--- src/rtl/tcap_regs.svh ---
`ifndef TCAP_REGS_SVH
`define TCAP_REGS_SVH
// Byte offsets of the register words
`define TCAP_OFF_CTRL_ONE   8'h00
`define TCAP_OFF_CTRL_TWO   8'h04
`define TCAP_OFF_FLAGS      8'h08
`define TCAP_OFF_CAP_A      8'h0c
`define TCAP_OFF_CAP_B      8'h10
`define TCAP_OFF_CMP_A      8'h14
`define TCAP_OFF_CMP_B      8'h18
`define TCAP_OFF_CNT        8'h1c
`define TCAP_OFF_ALT_CNT    8'h20
// Control one fields
`define TCAP_C1_IRQ_EN      7
`define TCAP_C1_EDGE_A      1
// Control two fields
`define TCAP_C2_PWM         5
`define TCAP_C2_ONE_PULSE   4
`define TCAP_C2_CLK_HI      3
`define TCAP_C2_CLK_LO      2
`define TCAP_C2_EDGE_B      1
// Flag register fields
`define TCAP_FL_CAP_A       7
`define TCAP_FL_MATCH_A     6
`define TCAP_FL_WRAP        5
`define TCAP_FL_CAP_B       4
`define TCAP_FL_MATCH_B     3
`define TCAP_FL_OFF         2
// Reset value and counter maximum
`define TCAP_RST_BYTE       8'h00
`define TCAP_CNT_MAX        8'hff
// Prescaler masks: tick when masked prescaler bits are all ones
`define TCAP_DIV4_MASK      3'h3
`define TCAP_DIV2_MASK      3'h1
`define TCAP_DIV8_MASK      3'h7
`define TCAP_DIV1_MASK      3'h0
`endif

--- src/rtl/tcap_pkg.sv ---
package tcap_pkg;
  // Timer clock selection codes
  typedef enum logic [1:0] {
    TCAP_CLK_DIV4,
    TCAP_CLK_DIV2,
    TCAP_CLK_DIV8,
    TCAP_CLK_DIV1
  } tcap_clk_e;
  typedef logic [7:0] tcap_byte_t;
endpackage : tcap_pkg

--- src/rtl/tcap_timer.sv ---
// The register offsets and the APB interface to the registers were chosen for this implementation.
`timescale 1ns/10ps
`include "tcap_regs.svh"
// Summary of operation
// - Two capture registers latch counter on edges
// - Capture registers ignore software writes
// - Per-channel edge select bit picks polarity
// - Capture resolution is one counter step
// - Capture sets flag and loads counter value
// - Capture interrupt needs enable and unmasked CPU
// - One enable gates both capture channels
// - Flag clears: status read, then register access
// - Newest capture overwrites older value
// - One-pulse or PWM leaves only channel b
// - Capture pins always feed the timer
// - PWM compare b match also sets flag a
// - Match flags set on equality, sequence clears
// - Wrap flag sets on max to zero
// - Alternate counter access keeps wrap flag
// - Timer off freezes counter, releases compare pins
// - Flag layout bits 7..2, bits 1:0 zero
// - Flags reset zero, only timer off writable
module tcap_timer (
  input  wire logic        pclk,
  input  wire logic        presetn,
  input  wire logic        psel,
  input  wire logic        penable,
  input  wire logic        pwrite,
  input  wire logic [7:0]  paddr,
  input  wire logic [31:0] pwdata,
  output logic      [31:0] prdata,
  output logic             pready,
  output logic             pslverr,
  input  wire logic        capture_pin_a,
  input  wire logic        capture_pin_b,
  input  wire logic        cpu_irq_mask,
  output logic             timer_irq,
  output logic             compare_pin_a,
  output logic             compare_pin_a_oe,
  output logic             compare_pin_b,
  output logic             compare_pin_b_oe
);

  // Address match helper, used by every decode
  function automatic logic hit(input logic [7:0] a, input logic [7:0] o);
    hit = (a == o);
  endfunction : hit

  // Prescaler mask for a clock select code
  function automatic logic [2:0] div_mask(input logic [1:0] sel);
    unique case (tcap_pkg::tcap_clk_e'(sel))
      tcap_pkg::TCAP_CLK_DIV4: div_mask = `TCAP_DIV4_MASK;
      tcap_pkg::TCAP_CLK_DIV2: div_mask = `TCAP_DIV2_MASK;
      tcap_pkg::TCAP_CLK_DIV8: div_mask = `TCAP_DIV8_MASK;
      tcap_pkg::TCAP_CLK_DIV1: div_mask = `TCAP_DIV1_MASK;
    endcase
  endfunction : div_mask

  // Pin synchronisers, three stages each, plus settled level
  logic [2:0]           sync_a_r, sync_b_r;
  logic [2:0]           sync_a_nxt, sync_b_nxt;
  logic                 lvl_a_r, lvl_b_r;
  logic                 lvl_a_nxt, lvl_b_nxt;
  // Timer core state
  logic [2:0]           presc_r, presc_nxt;
  tcap_pkg::tcap_byte_t cnt_r, cnt_nxt;
  tcap_pkg::tcap_byte_t ctrl1_r, ctrl1_nxt;
  tcap_pkg::tcap_byte_t ctrl2_r, ctrl2_nxt;
  tcap_pkg::tcap_byte_t cap_a_r, cap_a_nxt;
  tcap_pkg::tcap_byte_t cap_b_r, cap_b_nxt;
  tcap_pkg::tcap_byte_t cmp_a_r, cmp_a_nxt;
  tcap_pkg::tcap_byte_t cmp_b_r, cmp_b_nxt;
  // Flags, their clear arming bits and the disable bit
  logic [4:0]           flag_r, flag_nxt;
  logic [4:0]           arm_r, arm_nxt;
  logic                 off_r, off_nxt;
  logic [31:0]          rdata_r, rdata_nxt;

  // Decoded strobes and events
  logic acc, wr, rd, setup;
  logic tick, wrap_ev, match_a_ev, match_b_ev;
  logic edge_a, edge_b, cap_a_ev, cap_b_ev, pwm_mode, solo_b;
  logic acc_flags, acc_cap_a, acc_cap_b, acc_cmp_a, acc_cmp_b;
  logic acc_cnt, acc_alt, mapped;
  logic [4:0] set_v, clr_v;
  tcap_pkg::tcap_byte_t flags_byte;

  // Flag index inside flag_r, in status bit order
  localparam int FI_CAP_A   = 4;
  localparam int FI_MATCH_A = 3;
  localparam int FI_WRAP    = 2;
  localparam int FI_CAP_B   = 1;
  localparam int FI_MATCH_B = 0;

  // Zero-wait slave: every access phase completes at once
  assign pready = 1'b1;
  assign acc    = psel & penable;
  assign setup  = psel & ~penable;
  assign wr     = acc & pwrite;
  assign rd     = acc & ~pwrite;

  // Register decode
  assign acc_flags = acc & hit(paddr, `TCAP_OFF_FLAGS);
  assign acc_cap_a = acc & hit(paddr, `TCAP_OFF_CAP_A);
  assign acc_cap_b = acc & hit(paddr, `TCAP_OFF_CAP_B);
  assign acc_cmp_a = acc & hit(paddr, `TCAP_OFF_CMP_A);
  assign acc_cmp_b = acc & hit(paddr, `TCAP_OFF_CMP_B);
  assign acc_cnt   = acc & hit(paddr, `TCAP_OFF_CNT);
  assign acc_alt   = acc & hit(paddr, `TCAP_OFF_ALT_CNT);
  assign mapped = hit(paddr, `TCAP_OFF_CTRL_ONE) |
                  hit(paddr, `TCAP_OFF_CTRL_TWO) |
                  hit(paddr, `TCAP_OFF_FLAGS)    |
                  hit(paddr, `TCAP_OFF_CAP_A)    |
                  hit(paddr, `TCAP_OFF_CAP_B)    |
                  hit(paddr, `TCAP_OFF_CMP_A)    |
                  hit(paddr, `TCAP_OFF_CMP_B)    |
                  hit(paddr, `TCAP_OFF_CNT)      |
                  hit(paddr, `TCAP_OFF_ALT_CNT);
  // Unmapped words answer with an error, reads give zero
  assign pslverr = acc & ~mapped;
  assign prdata  = rdata_r;

  // Divided tick; frozen while the timer is off
  assign tick = ~off_r &
    ((presc_r & div_mask(ctrl2_r[`TCAP_C2_CLK_HI:`TCAP_C2_CLK_LO])) ==
     div_mask(ctrl2_r[`TCAP_C2_CLK_HI:`TCAP_C2_CLK_LO]));
  assign wrap_ev    = tick & (cnt_r == `TCAP_CNT_MAX);
  // Match is judged on the value the counter steps into
  assign match_a_ev = tick & (cnt_r + 8'h01 == cmp_a_r);
  assign match_b_ev = tick & (cnt_r + 8'h01 == cmp_b_r);

  // Edge detect on the settled level; polarity per channel
  // Pulses shorter than two stages never reach the settled level
  assign edge_a = (sync_a_r[1] == sync_a_r[2]) &
    (sync_a_r[2] != lvl_a_r) &
    (sync_a_r[2] == ctrl1_r[`TCAP_C1_EDGE_A]);
  assign edge_b = (sync_b_r[1] == sync_b_r[2]) &
    (sync_b_r[2] != lvl_b_r) &
    (sync_b_r[2] == ctrl2_r[`TCAP_C2_EDGE_B]);
  assign pwm_mode = ctrl2_r[`TCAP_C2_PWM];
  assign solo_b   = pwm_mode | ctrl2_r[`TCAP_C2_ONE_PULSE];
  assign cap_a_ev = edge_a & ~solo_b;
  assign cap_b_ev = edge_b;

  // Set vector; PWM compare b also raises capture flag a
  assign set_v[FI_CAP_A]   = cap_a_ev | (pwm_mode & match_b_ev);
  assign set_v[FI_MATCH_A] = match_a_ev;
  assign set_v[FI_WRAP]    = wrap_ev;
  assign set_v[FI_CAP_B]   = cap_b_ev;
  assign set_v[FI_MATCH_B] = match_b_ev;
  // Clear needs a prior status read; alt counter never clears
  assign clr_v[FI_CAP_A]   = arm_r[FI_CAP_A]   & acc_cap_a;
  assign clr_v[FI_MATCH_A] = arm_r[FI_MATCH_A] & acc_cmp_a;
  assign clr_v[FI_WRAP]    = arm_r[FI_WRAP]    & acc_cnt;
  assign clr_v[FI_CAP_B]   = arm_r[FI_CAP_B]   & acc_cap_b;
  assign clr_v[FI_MATCH_B] = arm_r[FI_MATCH_B] & acc_cmp_b;

  // Status byte image, low two bits fixed at zero
  assign flags_byte = {flag_r, off_r, 2'b00};

  // Shared enable, CPU mask; pending flags wait for both
  assign timer_irq = ctrl1_r[`TCAP_C1_IRQ_EN] & ~cpu_irq_mask &
                     (flag_r[FI_CAP_A] | flag_r[FI_CAP_B]);

  // Compare pins follow their match flags, released while off
  assign compare_pin_a    = flag_r[FI_MATCH_A];
  assign compare_pin_b    = flag_r[FI_MATCH_B];
  assign compare_pin_a_oe = ~off_r;
  assign compare_pin_b_oe = ~off_r;

  // Next-state logic for the whole block
  always_comb begin
    sync_a_nxt = {sync_a_r[1:0], capture_pin_a};
    sync_b_nxt = {sync_b_r[1:0], capture_pin_b};
    // Settled level moves only once stages two and three agree
    lvl_a_nxt = (sync_a_r[1] == sync_a_r[2]) ? sync_a_r[2] : lvl_a_r;
    lvl_b_nxt = (sync_b_r[1] == sync_b_r[2]) ? sync_b_r[2] : lvl_b_r;
    presc_nxt = off_r ? presc_r : presc_r + 3'h1;
    cnt_nxt   = tick ? cnt_r + 8'h01 : cnt_r;
    // Counter write of either alias resets it, even when off
    // The prescaler restarts too, so the first step is a full period
    if (wr & (acc_cnt | acc_alt)) begin
      cnt_nxt   = `TCAP_RST_BYTE;
      presc_nxt = 3'h0;
    end
    ctrl1_nxt = ctrl1_r;
    ctrl2_nxt = ctrl2_r;
    cmp_a_nxt = cmp_a_r;
    cmp_b_nxt = cmp_b_r;
    off_nxt   = off_r;
    if (wr & hit(paddr, `TCAP_OFF_CTRL_ONE)) begin
      ctrl1_nxt = pwdata[7:0];
    end
    if (wr & hit(paddr, `TCAP_OFF_CTRL_TWO)) begin
      ctrl2_nxt = pwdata[7:0];
    end
    if (wr & acc_cmp_a) begin
      cmp_a_nxt = pwdata[7:0];
    end
    if (wr & acc_cmp_b) begin
      cmp_b_nxt = pwdata[7:0];
    end
    // Only the disable bit of the status word takes writes
    if (wr & acc_flags) begin
      off_nxt = pwdata[`TCAP_FL_OFF];
    end
    // Captures take the counter; software writes never land
    cap_a_nxt = cap_a_ev ? cnt_r : cap_a_r;
    cap_b_nxt = cap_b_ev ? cnt_r : cap_b_r;
    // Set wins over clear in the same cycle
    flag_nxt = (flag_r & ~clr_v) | set_v;
    // A status read arms the flags it saw set
    arm_nxt = arm_r & ~clr_v;
    if (rd & acc_flags) begin
      arm_nxt = arm_r | flag_r;
    end
    // Read data is captured in the setup cycle
    // so a zero-wait access phase already finds it standing
    rdata_nxt = rdata_r;
    if (setup & ~pwrite) begin
      rdata_nxt = 32'h0000_0000;
      if (hit(paddr, `TCAP_OFF_CTRL_ONE)) begin
        rdata_nxt[7:0] = ctrl1_r;
      end else if (hit(paddr, `TCAP_OFF_CTRL_TWO)) begin
        rdata_nxt[7:0] = ctrl2_r;
      end else if (hit(paddr, `TCAP_OFF_FLAGS)) begin
        rdata_nxt[7:0] = flags_byte;
      end else if (hit(paddr, `TCAP_OFF_CAP_A)) begin
        rdata_nxt[7:0] = cap_a_r;
      end else if (hit(paddr, `TCAP_OFF_CAP_B)) begin
        rdata_nxt[7:0] = cap_b_r;
      end else if (hit(paddr, `TCAP_OFF_CMP_A)) begin
        rdata_nxt[7:0] = cmp_a_r;
      end else if (hit(paddr, `TCAP_OFF_CMP_B)) begin
        rdata_nxt[7:0] = cmp_b_r;
      end else if (hit(paddr, `TCAP_OFF_CNT) |
                   hit(paddr, `TCAP_OFF_ALT_CNT)) begin
        rdata_nxt[7:0] = cnt_r;
      end
    end
  end

  // State registers; reset clears every flag and field
  always_ff @(posedge pclk or negedge presetn) begin
    if (!presetn) begin
      sync_a_r <= 3'h0;
      sync_b_r <= 3'h0;
      lvl_a_r  <= 1'b0;
      lvl_b_r  <= 1'b0;
      presc_r  <= 3'h0;
      cnt_r    <= `TCAP_RST_BYTE;
      ctrl1_r  <= `TCAP_RST_BYTE;
      ctrl2_r  <= `TCAP_RST_BYTE;
      cap_a_r  <= `TCAP_RST_BYTE;
      cap_b_r  <= `TCAP_RST_BYTE;
      cmp_a_r  <= `TCAP_RST_BYTE;
      cmp_b_r  <= `TCAP_RST_BYTE;
      flag_r   <= 5'h00;
      arm_r    <= 5'h00;
      off_r    <= 1'b0;
      rdata_r  <= 32'h0000_0000;
    end else begin
      sync_a_r <= sync_a_nxt;
      sync_b_r <= sync_b_nxt;
      lvl_a_r  <= lvl_a_nxt;
      lvl_b_r  <= lvl_b_nxt;
      presc_r  <= presc_nxt;
      cnt_r    <= cnt_nxt;
      ctrl1_r  <= ctrl1_nxt;
      ctrl2_r  <= ctrl2_nxt;
      cap_a_r  <= cap_a_nxt;
      cap_b_r  <= cap_b_nxt;
      cmp_a_r  <= cmp_a_nxt;
      cmp_b_r  <= cmp_b_nxt;
      flag_r   <= flag_nxt;
      arm_r    <= arm_nxt;
      off_r    <= off_nxt;
      rdata_r  <= rdata_nxt;
    end
  end
endmodule : tcap_timer

--- config.mk ---
export PLATFORM = sky130hd
export DESIGN_NAME = tcap_timer
export DESIGN_NICKNAME = d
export VERILOG_FILES = /design/src/rtl/tcap_pkg.sv /design/src/rtl/tcap_timer.sv
export VERILOG_INCLUDE_DIRS = /design/src /design/src/rtl
export SDC_FILE = /design/constraint.sdc
export NUM_CORES = 1
export LEC_CHECK = 0
export BUFFER_PORTS_ARGS = -buffer_cell sky130_fd_sc_hd__buf_2
export CAP_MARGIN = 20
export CORE_ASPECT_RATIO = 0.7
export CORE_MARGIN = 2
export CORE_UTILIZATION = 50
export CTS_BUF_LIST = sky130_fd_sc_hd__clkbuf_4
export CTS_CLUSTER_DIAMETER = 50
export DETAILED_ROUTE_END_ITERATION = 6
export GPL_TIMING_DRIVEN = 0
export PLACE_DENSITY_LB_ADDON = 0.15
export SLEW_MARGIN = 20
export SYNTH_ARGS = -nofsm -noshare
export SYNTH_HDL_FRONTEND = slang
export SYNTH_SLANG_ARGS = --single-unit
--- constraint.sdc ---
create_clock -name pclk -period 1.95 [get_ports pclk]
set_input_delay 0.195 -clock pclk [delete_from_list [all_inputs] [get_ports pclk]]
set_output_delay 0.195 -clock pclk [all_outputs]
set_load 0.005 [all_outputs]
; Word level (Yosys, flattened, before mapping)
; Cells that the tools add are included.
[classes]
n_addsub = 2
n_eq_ne = 22
n_mux = 14
bitwise_logic = 62
reduce_logical = 3
[ops]
columns = op, count
row1 = two-way mux 8 bit, 10
row2 = AND 1 bit, 37
row3 = == test 8 x 5 -> 1 bit (second input constant), 4
row4 = == test 8 x 4 -> 1 bit (second input constant), 2
row5 = == test 8 bit, 2
row6 = bitwise OR 1 bit, 13
row7 = one-hot mux 3 bit (4 select lines), 1
row8 = AND 5 bit, 2
row9 = bitwise OR 5 bit, 2
row10 = adder 8 x 1 -> 8 bit (second input constant), 1
row11 = == test 8 x 3 -> 1 bit (second input constant), 1
row12 = == test 8 x 6 -> 1 bit (second input constant), 1
row13 = == test 8 bit (second input constant), 1
row14 = logical NOT 8 bit, 1
row15 = two-way mux 3 bit, 2
row16 = NOT 1 bit, 6
row17 = two-way mux 5 bit, 1
row18 = NOT 5 bit, 1
row19 = == test 1 bit, 4
row20 = == test 2 bit (second input constant), 2
row21 = adder 3 x 1 -> 3 bit (second input constant), 1
row22 = AND 3 bit, 1
row23 = == test 3 bit, 1
row24 = == test 2 x 1 -> 1 bit (second input constant), 1
row25 = other kinds (4), 5
[totals]
register_bits = 86
in_bits = 48
out_inout_bits = 39
elab_cells = 119

; Longest topological paths before layout
; Gate-level depths: netlist of run 1.
[logic_depth]
word_depth = 11
depth_mapped = 7
ltp_nobuf = 6

; Worst setup path before layout of run 1
; Ideal clock, no wire load.
[synth_path]
path_type = register to register
start = register cnt_r[1]
end = register flag_r[3]
setup_ns = 0.110
arrival_ns = 1.713
t_required_ns = 1.840
path_slack_ns = 0.126
path_stages_with_launch = 6
n_path_buf = 0
synth_period_minus_slack_ns = 1.824
cell_sequence = dfrtp_1 > ha_1 > xor2_1 > mux2_2 > o31a_1 > o41ai_1
[synth_via]
elab_chain_len = 4
[synth_lines]
columns = element, line
row1 = from (decl), tcap_timer.sv:66  ; tcap_pkg::tcap_byte_t cnt_r, cnt_nxt;
row2 = from (signal assigned), tcap_timer.sv:251  ; cnt_r <= `TCAP_RST_BYTE;
row3 = from (signal assigned), tcap_timer.sv:268  ; cnt_r <= cnt_nxt;
row4 = adder 8 x 1 -> 8 bit, tcap_timer.sv:129  ; assign match_a_ev = tick & (cnt_r + 8'h01 == cmp_a_r);
row5 = == test 8 bit, tcap_timer.sv:129
row6 = AND 1 bit, tcap_timer.sv:129
row7 = bitwise OR 5 bit, tcap_timer.sv:211  ; flag_nxt = (flag_r & ~clr_v) | set_v;
row8 = named net flag_nxt[3], tcap_timer.sv:74  ; logic [4:0] flag_r, flag_nxt;
row9 = to (signal assigned), tcap_timer.sv:275  ; flag_r <= flag_nxt;
row10 = to (decl), tcap_timer.sv:74
; The timed path passes the listed nets, and every way through them passes these cells.
; A chain may end at the register's enable or synchronous reset.

; Final worst setup path of run 1
[layout_path]
start = register cnt_r[1]
end = register flag_r[4]
[layout_via]
elab_chain_len = 6
[layout_lines]
columns = element, line
row1 = adder 8 x 1 -> 8 bit, tcap_timer.sv:130  ; assign match_b_ev = tick & (cnt_r + 8'h01 == cmp_b_r);
row2 = == test 8 bit, tcap_timer.sv:130
row3 = AND 1 bit, tcap_timer.sv:130
row4 = AND 1 bit, tcap_timer.sv:146  ; assign set_v[FI_CAP_A] = cap_a_ev | (pwm_mode & match_b_ev);
row5 = bitwise OR 1 bit, tcap_timer.sv:146
row6 = bitwise OR 5 bit, tcap_timer.sv:211
row7 = named net flag_nxt[4], tcap_timer.sv:74
; The timed path passes the listed nets, and every way through them passes these cells.

==> flow_metrics.tcl, run 1 <==
set metrics [dict create \
    start_kind "register" \
    syn_inst 461 \
    ios 87 \
    grt_overflow_total 0 \
    viasPerCell 5.91 \
    synth-seq-area-share_pct 44.7 \
    layout.nets 593 \
    clockBufferDepth 2 \
    nFillCells 810 \
    cts_buffers 9 \
    htreeDepth 3 \
    port_buffers 35 \
    antenna_found_initial 0 \
    syn_avg_cell_area_um2 10.4 \
    required_ns 2.33 \
    yosysWarnings 0 \
    drc 0 \
    drv_cap 0 \
    setup_violations 0 \
    die_x_um 121 \
    synth-seq-cells 86 \
    p_per_area_nw_per_um2 853 \
    die_area_um2 10400 \
    wire_per_inst_um 19.8 \
    synth_edf_count 0 \
    drt-pass1-iter-count 7 \
    cp_data_arrival_time_ns 2.25 \
    vias 3973 \
    drive_gt1_share_pct 31.9 \
    final_cell_mix "dfrtp_1, mux2_2, buf_2, buf_4, a21oi_1" \
    path_class "register to register" \
    synth_flop_cell "dfrtp_1" \
    worst_hold_slack_ns 0.0301 \
    n_antenna_cell 0 \
    slew_headroom_pct 43.2 \
    place.gp.congestion 0.900 \
    grt_pass1_wl_um 20800 \
    grt_use_total_pct 26.9 \
    synth_cell_types 62 \
    ir_worst_vdd_v 0.000629 \
    fp.dieH_um 86.1 \
    drtIter0Drc 427 \
    grt_max_degree 46 \
    setup_ws_ns 0.0790 \
    crit_fanout 7 \
    first_global_vias 3778 \
    drt_wl_total_um 13300 \
    cts_sinks 86 \
    hold_path.class "input port to register" \
    outcome "complete, no violations" \
    clkTransAtPathRegs_ns 0.14 \
    fin_total_pwr_w 0.00482 \
    core_um2 9220 \
    worstMarginPinSlew_ns 0.846 \
    cts_tree "done" \
    initial_core_util_pct 52.2 \
    num_rows 29 \
    netlist_area_um2 4810 \
    endpoint_kind "register" \
    synth-async-reset-ratio_pct 100 \
    cts_root_buffer "clkbuf_4" \
    hpwl_um 9830 \
    clock.fmax_mhz 534 \
    syn2layout_area_growth_pct 17.3 \
    finalClockSkew_ns 0.0131 \
    utilization_pct 61.3 \
    drv_slew 0 \
    fin_crit_ns 1.87 \
    antenna_left 0 \
    min_period_over_period_pct 96.0 \
    hold_violations 0 \
    fin_setup_tns_ns 0 \
    place_ws_ns -0.287 \
    layout_commonest_cell "dfrtp_1" \
    power_leakage_nw 2.59 \
    clk_latency_ns 0.46 \
]
-- synth_stat cells, types with 8 or more instances --
master / count / area [um^2]
a21o_1: 10 / 75.1
a21oi_1: 31 / 155
buf_4: 27 / 203
clkbuf_1: 14 / 52.6
dfrtp_1: 86 / 2150
mux2_2: 49 / 552
nand2_1: 17 / 63.8
nand2b_1: 8 / 50.1
nand3_1: 10 / 50.1
nor2_1: 26 / 97.6
nor2b_1: 11 / 68.8
nor3_1: 8 / 40.0
nor4_1: 10 / 62.6
o21ai_0: 11 / 55.1
xnor2_1: 19 / 166
-- kinds of logic (layout without fill, tap and decap cells) --
group,Yosys count,count (layout),share of synthesized area [%]
flip-flops,86,86,44.7
other,2,25,0.156
AND/OR/NAND/NOR,129,129,15.5
adder cells (fa/ha/maj),5,5,1.14
multiplexers,53,53,12.3
AO/OA/AOI/OAI,105,105,14.4
buffers and inverters,54,118,6.60
XOR/XNOR,27,27,5.20
-- cell type report --
type	instances	area, um^2	share of cell area, %
clock inverters	5	83.8	1.48
inverters	6	22.5	0.399
repair buffers	51	332	5.87
clock buffers	11	82.6	1.46
plain buffers	45	295	5.23
multi-input cells	344	2520	44.7
well taps	124	155	2.75
flip-flops and latches	86	2150	38.1
-- worst paths after layout --
kind,start,to,slack (ns),depth (start not counted)
min in group asynchronous,presetn,flag_r[4],0.28,2
hold / removal,pwdata[1],ctrl2_r[1],0.03,2
setup / recovery,cnt_r[1],flag_r[4],0.08,6
setup reg to reg,cnt_r[1],flag_r[4],0.08,6
hold reg to reg,sync_a_r[0],sync_a_r[1],0.37,0
max in group asynchronous,presetn,cmp_b_r[3],1.03,3
-- state kept, by name, indices dropped and copies added (netlist names) --
register / flops
cnt_r: 8
cmp_b_r: 8
lvl_a_r: 1
ctrl1_r: 8
sync_b_r: 3
prdata: 8
flag_r: 5
lvl_b_r: 1
ctrl2_r: 8
cmp_a_r: 8
presc_r: 3
arm_r: 5
sync_a_r: 3
cap_a_r: 8
cap_b_r: 8
off_r: 1
-- routing by layer --
metal  GRT usage (%)  up-vias  part of all wire [%]
met1            38.1     1951                    45
met5               0        -                     0
li1                -     1804                     -
met3            9.77       20                    10
met2            38.9      198                    44
met4            7.84        0                   1.4
-- report_power, final --
group | total [W] | switching [W] | internal, W
Sequential | 0.00219 | 0.000193 | 0.00200
Clock | 0.00118 | 0.000631 | 0.000551
Combinational | 0.00144 | 0.000759 | 0.000683
-- critical path, stage by stage, from the launching register on --
cell     delay (ns)
dfrtp_2        0.41
buf_6          0.14
nand4_1        0.25
or3_1          0.44
a21oi_2        0.16
o22ai_2        0.13
o31ai_2        0.27
-- through the flow --
stage          cells  instance area [um^2]
6_report         672                  5650
5_1_grt          672                  5650
4_1_cts          667                  5520
3_5_place_dp     644                  5250
3_3_place_gp     643                  5230
2_1_floorplan    484                  4900
-- what timing repair did --
item                                    CTS  global route
buffers inserted                          2             6
hold buffers                              6             1
resized for setup                         9            19
hold endpoints to repair                 50             1
endpoints found under the setup margin   11            11
pin swaps                                 1             4
Note: power is estimated with default switching activity, not from simulation.
==> run 2, diff against run 1 <==
Settings changed: CORE_ASPECT_RATIO 0.7 to 1.4, RECOVER_POWER set to 25.
==> run 2 against run 1 <==
  * Count of clock-buffer cells in the layout down 1
  * Clock power is 20% lower
  * Worst setup slack worse by 0.0085 ns
  * Largest power group unchanged
  * Non-clock buffer count shrank 6
  * Combinational power shrank 6%
  * Clock skew up 0.015 ns
  * Critical path type unchanged
  * Sequential cell count is the same
  * Highest routed layer unchanged
==> flow_metrics.tcl, run 2 (same netlist as run 1, synthesis figures left out) <==
set metrics [dict create \
    outcome "complete, no violations" \
    p_per_area_nw_per_um2 813 \
    layout.nets 587 \
    syn2layout_area_growth_pct 14.6 \
    fin_area_um2 5520 \
    dpl_cell_area_um2 5250 \
    core_um2 9410 \
    htreeDepth 3 \
    grt_pass1_wl_um 20000 \
    clk_latency_ns 0.46 \
    wire_per_inst_um 19.5 \
    num_rows 42 \
    reg2reg_from "cnt_r[0]" \
    nFillCells 849 \
    clockBufferDepth 2 \
    slowest_stage "dfrtp_1" \
    drt_wl_total_um 12700 \
    antenna_left 0 \
    cts_sinks 86 \
    drive_gt1_share_pct 30.4 \
    reg2reg_to "flag_r[3]" \
    hold_end "ctrl1_r[0]" \
    reg2reg_depth 5 \
    hold_path.class "input port to register" \
    utilization_pct 58.7 \
    finalClockSkew_ns 0.0282 \
    ios 87 \
    worst_hold_slack_ns 0.0362 \
    drv_slew 0 \
    fin_setup_tns_ns 0 \
    max_stage_delay_ns 0.44 \
    cts_tree "done" \
    fin_crit_ns 1.88 \
    path_class "register to register" \
    antenna_found_initial 1 \
    first_global_vias 3697 \
    power_leakage_nw 2.54 \
    ir_worst_vdd_v 0.000578 \
    setup_ws_ns 0.0705 \
    hold_violations 0 \
    fp.dieH_um 120 \
    die_area_um2 10400 \
    grt_overflow_total 0 \
    final_cell_mix "dfrtp_1, mux2_2, buf_2, buf_4, a21oi_1" \
    hp-start "pwdata[0]" \
    grt_use_total_pct 25.5 \
    hold_path_depth 2 \
    r2r_setup_slack_ns 0.07 \
    worstMarginPinSlew_ns 0.837 \
    drt-pass1-iter-count 5 \
    grt_max_degree 60 \
    initial_core_util_pct 51.2 \
    start_kind "register" \
    crit_fanout 4 \
    drc 0 \
    clock.fmax_mhz 532 \
    crit_chain "ha_4 > xor2_4 > mux2_2 > o31a_1 > o41ai_2" \
    cts_root_buffer "clkbuf_4" \
    place.gp.congestion 0.890 \
    viasPerCell 5.87 \
    cp_data_arrival_time_ns 2.23 \
    die_x_um 86.9 \
    hpwl_um 9310 \
    min_period_over_period_pct 96.4 \
    port_buffers 35 \
    setup_violations 0 \
    layout_commonest_cell "dfrtp_1" \
    drtIter0Drc 324 \
    place_ws_ns -0.243 \
    endpoint_kind "register" \
    clkTransAtPathRegs_ns 0.14 \
    multi_input_area_um2 2510 \
    cts_buffers 9 \
    slew_headroom_pct 44.0 \
    vias 3836 \
    regArea_um2 2150 \
    drv_cap 0 \
    required_ns 2.31 \
]
run 2: cell count changes in the layout (fill, tap and decap cells not counted), moves of 2 or more:
cell and delta:
dlygate4sd3_1 -4, buf_4 -3, clkbuf_1 +3, bufinv_16 -2, clkinvlp_4 -2
run 2: worst max path at each step:
| stage | start | endpoint | slack (ns) | depth (start not counted) |
|---|---|---|---|---|
| after detailed placement | cnt_r[1] | flag_r[3] | -0.24 | 5 |
| after global routing | cnt_r[0] | flag_r[4] | -0.02 | 6 |
| after CTS | cnt_r[1] | flag_r[3] | 0.001 | 5 |
| after floorplan | cnt_r[1] | flag_r[3] | 0.13 | 5 |
| after global placement | cnt_r[1] | flag_r[3] | -0.23 | 5 |
| final | cnt_r[0] | flag_r[3] | 0.07 | 5 |
run 2: worst max-delay path, delay by kind of cell (launching register included):
family	cells	cell delay, ns
xor gates and xnor gates	1	0.19
adders and majority gates	1	0.22
DFF	1	0.44
muxes	1	0.36
AOI/OAI and AO/OA	2	0.58
run 2: cell type report:
cell class | count | area share, %
diodes | 1 | 0.0454
plain buffers | 46 | 5.37
clock buffers | 10 | 1.36
clock inverters | 6 | 0.839
inverters | 6 | 0.408
multi-input cells | 344 | 45.6
flip-flops and latches | 86 | 39.0
well taps | 110 | 2.49
repair buffers | 44 | 4.90
run 2: metal layers:
layer,part of all wire (%),up-vias,track usage [%],wire [um]
li1,-,1782,-,-
met1,41,1866,32.5,5200
met2,49,148,40.3,6220
met3,5.1,40,4.33,644
met4,5.1,0,14.6,643
met5,0,-,0,0
run 2: through the flow:
| stage | power [W] | std cells |
|---|---|---|
| floorplan | 0.00301 | 484 |
| global placement | 0.00333 | 629 |
| detailed placement | 0.00338 | 630 |
| CTS | 0.00440 | 651 |
| global route | 0.00474 | 653 |
| finish | 0.00449 | 653 |
run 2: timing repair:
| item | 4_1_cts | 5_1_grt |
|---|---|---|
| pin swaps | 1 | 2 |
| setup endpoints to repair | 10 | 4 |
| gates resized for setup | 8 | 11 |
| hold buffers | 3 | 0 |
| endpoints found under the hold margin | 29 | 0 |
| buffers inserted | 2 | 3 |
run 2: where the power goes:
group          total, W  switching (W)  internal, W
Combinational   0.00135       0.000724     0.000621
Clock          0.000945       0.000656     0.000289
Sequential      0.00220       0.000198      0.00200
Total           0.00449        0.00158      0.00291
==> run 3, diff against run 2 <==
Settings changed: CTS_BUF_LIST sky130_fd_sc_hd__clkbuf_4 to not set.
==> run 3 against run 2 <==
  * Sequential share of layout area fell by 0.98 points
  * First-iteration DRC count fell by 2.5%
  * Worst setup slack better by 0.0095 ns
  * Clock power is 75% higher
  * Cell area up 2.6%
  * Worst hold slack better by 0.12 ns
  * Via count about the same
  * Combinational power barely moved
  * Register-to-register slack about the same
  * Highest routed layer unchanged
  * Die area unchanged
  * Sequential power hardly changed
  * Critical path depth stayed put
==> flow_metrics.tcl, run 3 (same netlist as run 1, synthesis figures left out) <==
set metrics [dict create \
    finalNonFillerCells 651 \
    combPwrFrac_pct 25.6 \
    setup_violations 0 \
    wire_per_inst_um 19.6 \
    worst_hold_slack_ns 0.152 \
    outcome "complete, no violations" \
    die_area_um2 10400 \
    drv_cap 0 \
    clk_latency_ns 0.34 \
    seqPwrFrac_pct 42.5 \
    clockPowerShare_pct 31.9 \
    grt_max_degree 60 \
    p_per_area_nw_per_um2 916 \
    grt_use_total_pct 26.0 \
    hpwl_um 9310 \
    place.gp.congestion 0.890 \
    rsz0062_at_grt "true" \
    n_antenna_cell 0 \
    cts_tree "done" \
    port_buffers 35 \
    layout_commonest_cell "dfrtp_1" \
    initial_core_util_pct 51.2 \
    clock.fmax_mhz 535 \
    syn2layout_area_growth_pct 17.6 \
    clkTransAtPathRegs_ns 0.07 \
    cp_data_arrival_time_ns 2.11 \
    crit_fanout 4 \
    antenna_found_initial 0 \
    cts_root_buffer "clkbuf_16" \
    htreeDepth 3 \
    ios 87 \
    finalClockSkew_ns 0.00873 \
    ir_worst_vdd_v 0.000764 \
    slew_headroom_pct 44.0 \
    netSwitchingFraction_pct 31.7 \
    required_ns 2.19 \
    drv_slew 0 \
    nFillCells 839 \
    fp.dieH_um 120 \
    layout.nets 586 \
    hold_path.class "input port to register" \
    dpl_cell_area_um2 5250 \
    num_rows 42 \
    viasPerCell 5.89 \
    crit_chain "ha_4 > xor2_2 > mux2_2 > o31a_1 > o41ai_2" \
    cts_buffers 9 \
    die_x_um 86.9 \
    final_cell_mix "dfrtp_1, mux2_2, buf_2, a21oi_1, buf_4" \
    drt_wl_total_um 12800 \
    grt_overflow_total 0 \
    utilization_pct 60.2 \
    switchingPower_w 0.00164 \
    fin_area_um2 5660 \
    fin_total_pwr_w 0.00519 \
    first_global_vias 3778 \
    grt_pass1_wl_um 20300 \
    cts_sinks 86 \
    antenna_left 0 \
    p_int_w 0.00354 \
    max_stage_delay_ns 0.44 \
    vias 3835 \
    clockBufferDepth 2 \
    drtIter0Drc 316 \
    fin_crit_ns 1.87 \
    min_period_over_period_pct 95.9 \
    hold_violations 0 \
    worstMarginPinSlew_ns 0.837 \
    start_kind "register" \
    power_leakage_nw 2.61 \
    drt-pass1-iter-count 5 \
    endpoint_kind "register" \
    drc 0 \
    drive_gt1_share_pct 29.9 \
    core_um2 9410 \
    slowest_stage "dfrtp_2" \
    place_inst 630 \
    path_class "register to register" \
]
[run 3: critical path: cells and delay by family (launching register included)]
kind / cells / cell delay (ns)
AO/OA/AOI/OAI: 2 / 0.56
XOR/XNOR: 1 / 0.20
adder cells (fa/ha/maj): 1 / 0.20
flip-flops: 1 / 0.44
multiplexers: 1 / 0.37
[run 3: cell type report]
class,count,area [um^2],area share (%)
Buffer,46,297,5.24
Clock buffer,11,243,4.29
Clock inverter,5,42.5,0.752
Inverter,6,22.5,0.398
Multi-Input combinational cell,344,2490,44.0
Sequential cell,86,2150,38.0
Tap cell,110,138,2.43
Timing Repair Buffer,43,275,4.86
[run 3: final timing paths]
kind / start / to / slack (ns) / cells after the start
worst max-delay path: cnt_r[1] / flag_r[3] / 0.08 / 5
worst min-delay path: pwdata[0] / ctrl1_r[0] / 0.15 / 2
worst max register to register: cnt_r[1] / flag_r[3] / 0.08 / 5
worst min register to register: sync_a_r[0] / sync_a_r[1] / 0.35 / 0
max in group asynchronous: presetn / cnt_r[1] / 0.72 / 3
min in group asynchronous: presetn / prdata[7] / 0.47 / 2
[run 3: timing repair]
item,CTS,global route
hold buffers,3,0
setup buffers,1,3
pin swaps,1,2
endpoints found under the hold margin,29,0
resized for setup,6,12
setup endpoints to repair,10,5
[run 3: per-layer routing]
| metal | track usage, % | part of all wire, % |
|---|---|---|
| met3 | 5.23 | 6.3 |
| met2 | 40.6 | 48 |
| met4 | 16.1 | 5.6 |
| met5 | 0 | 0 |
| met1 | 32.5 | 40 |
[run 3: metrics by stage]
stage / setup TNS, ns / setup WS, ns
6_report: 0 / 0.0800
5_1_grt: -0.0321 / -0.0321
4_1_cts: -0.0105 / -0.0105
3_5_place_dp: -1.77 / -0.243
3_3_place_gp: -5.24 / -0.232
2_1_floorplan: 0 / 0.126
[run 3: power by group through the flow]
stage | clock [W] | sequential, W | combinational [W]
2_1_floorplan | 0 | 0.00214 | 0.000860
3_3_place_gp | 0 | 0.00220 | 0.00113
3_5_place_dp | 0 | 0.00222 | 0.00116
4_1_cts | 0.00168 | 0.00220 | 0.00123
5_1_grt | 0.00175 | 0.00223 | 0.00147
6_report | 0.00165 | 0.00220 | 0.00133
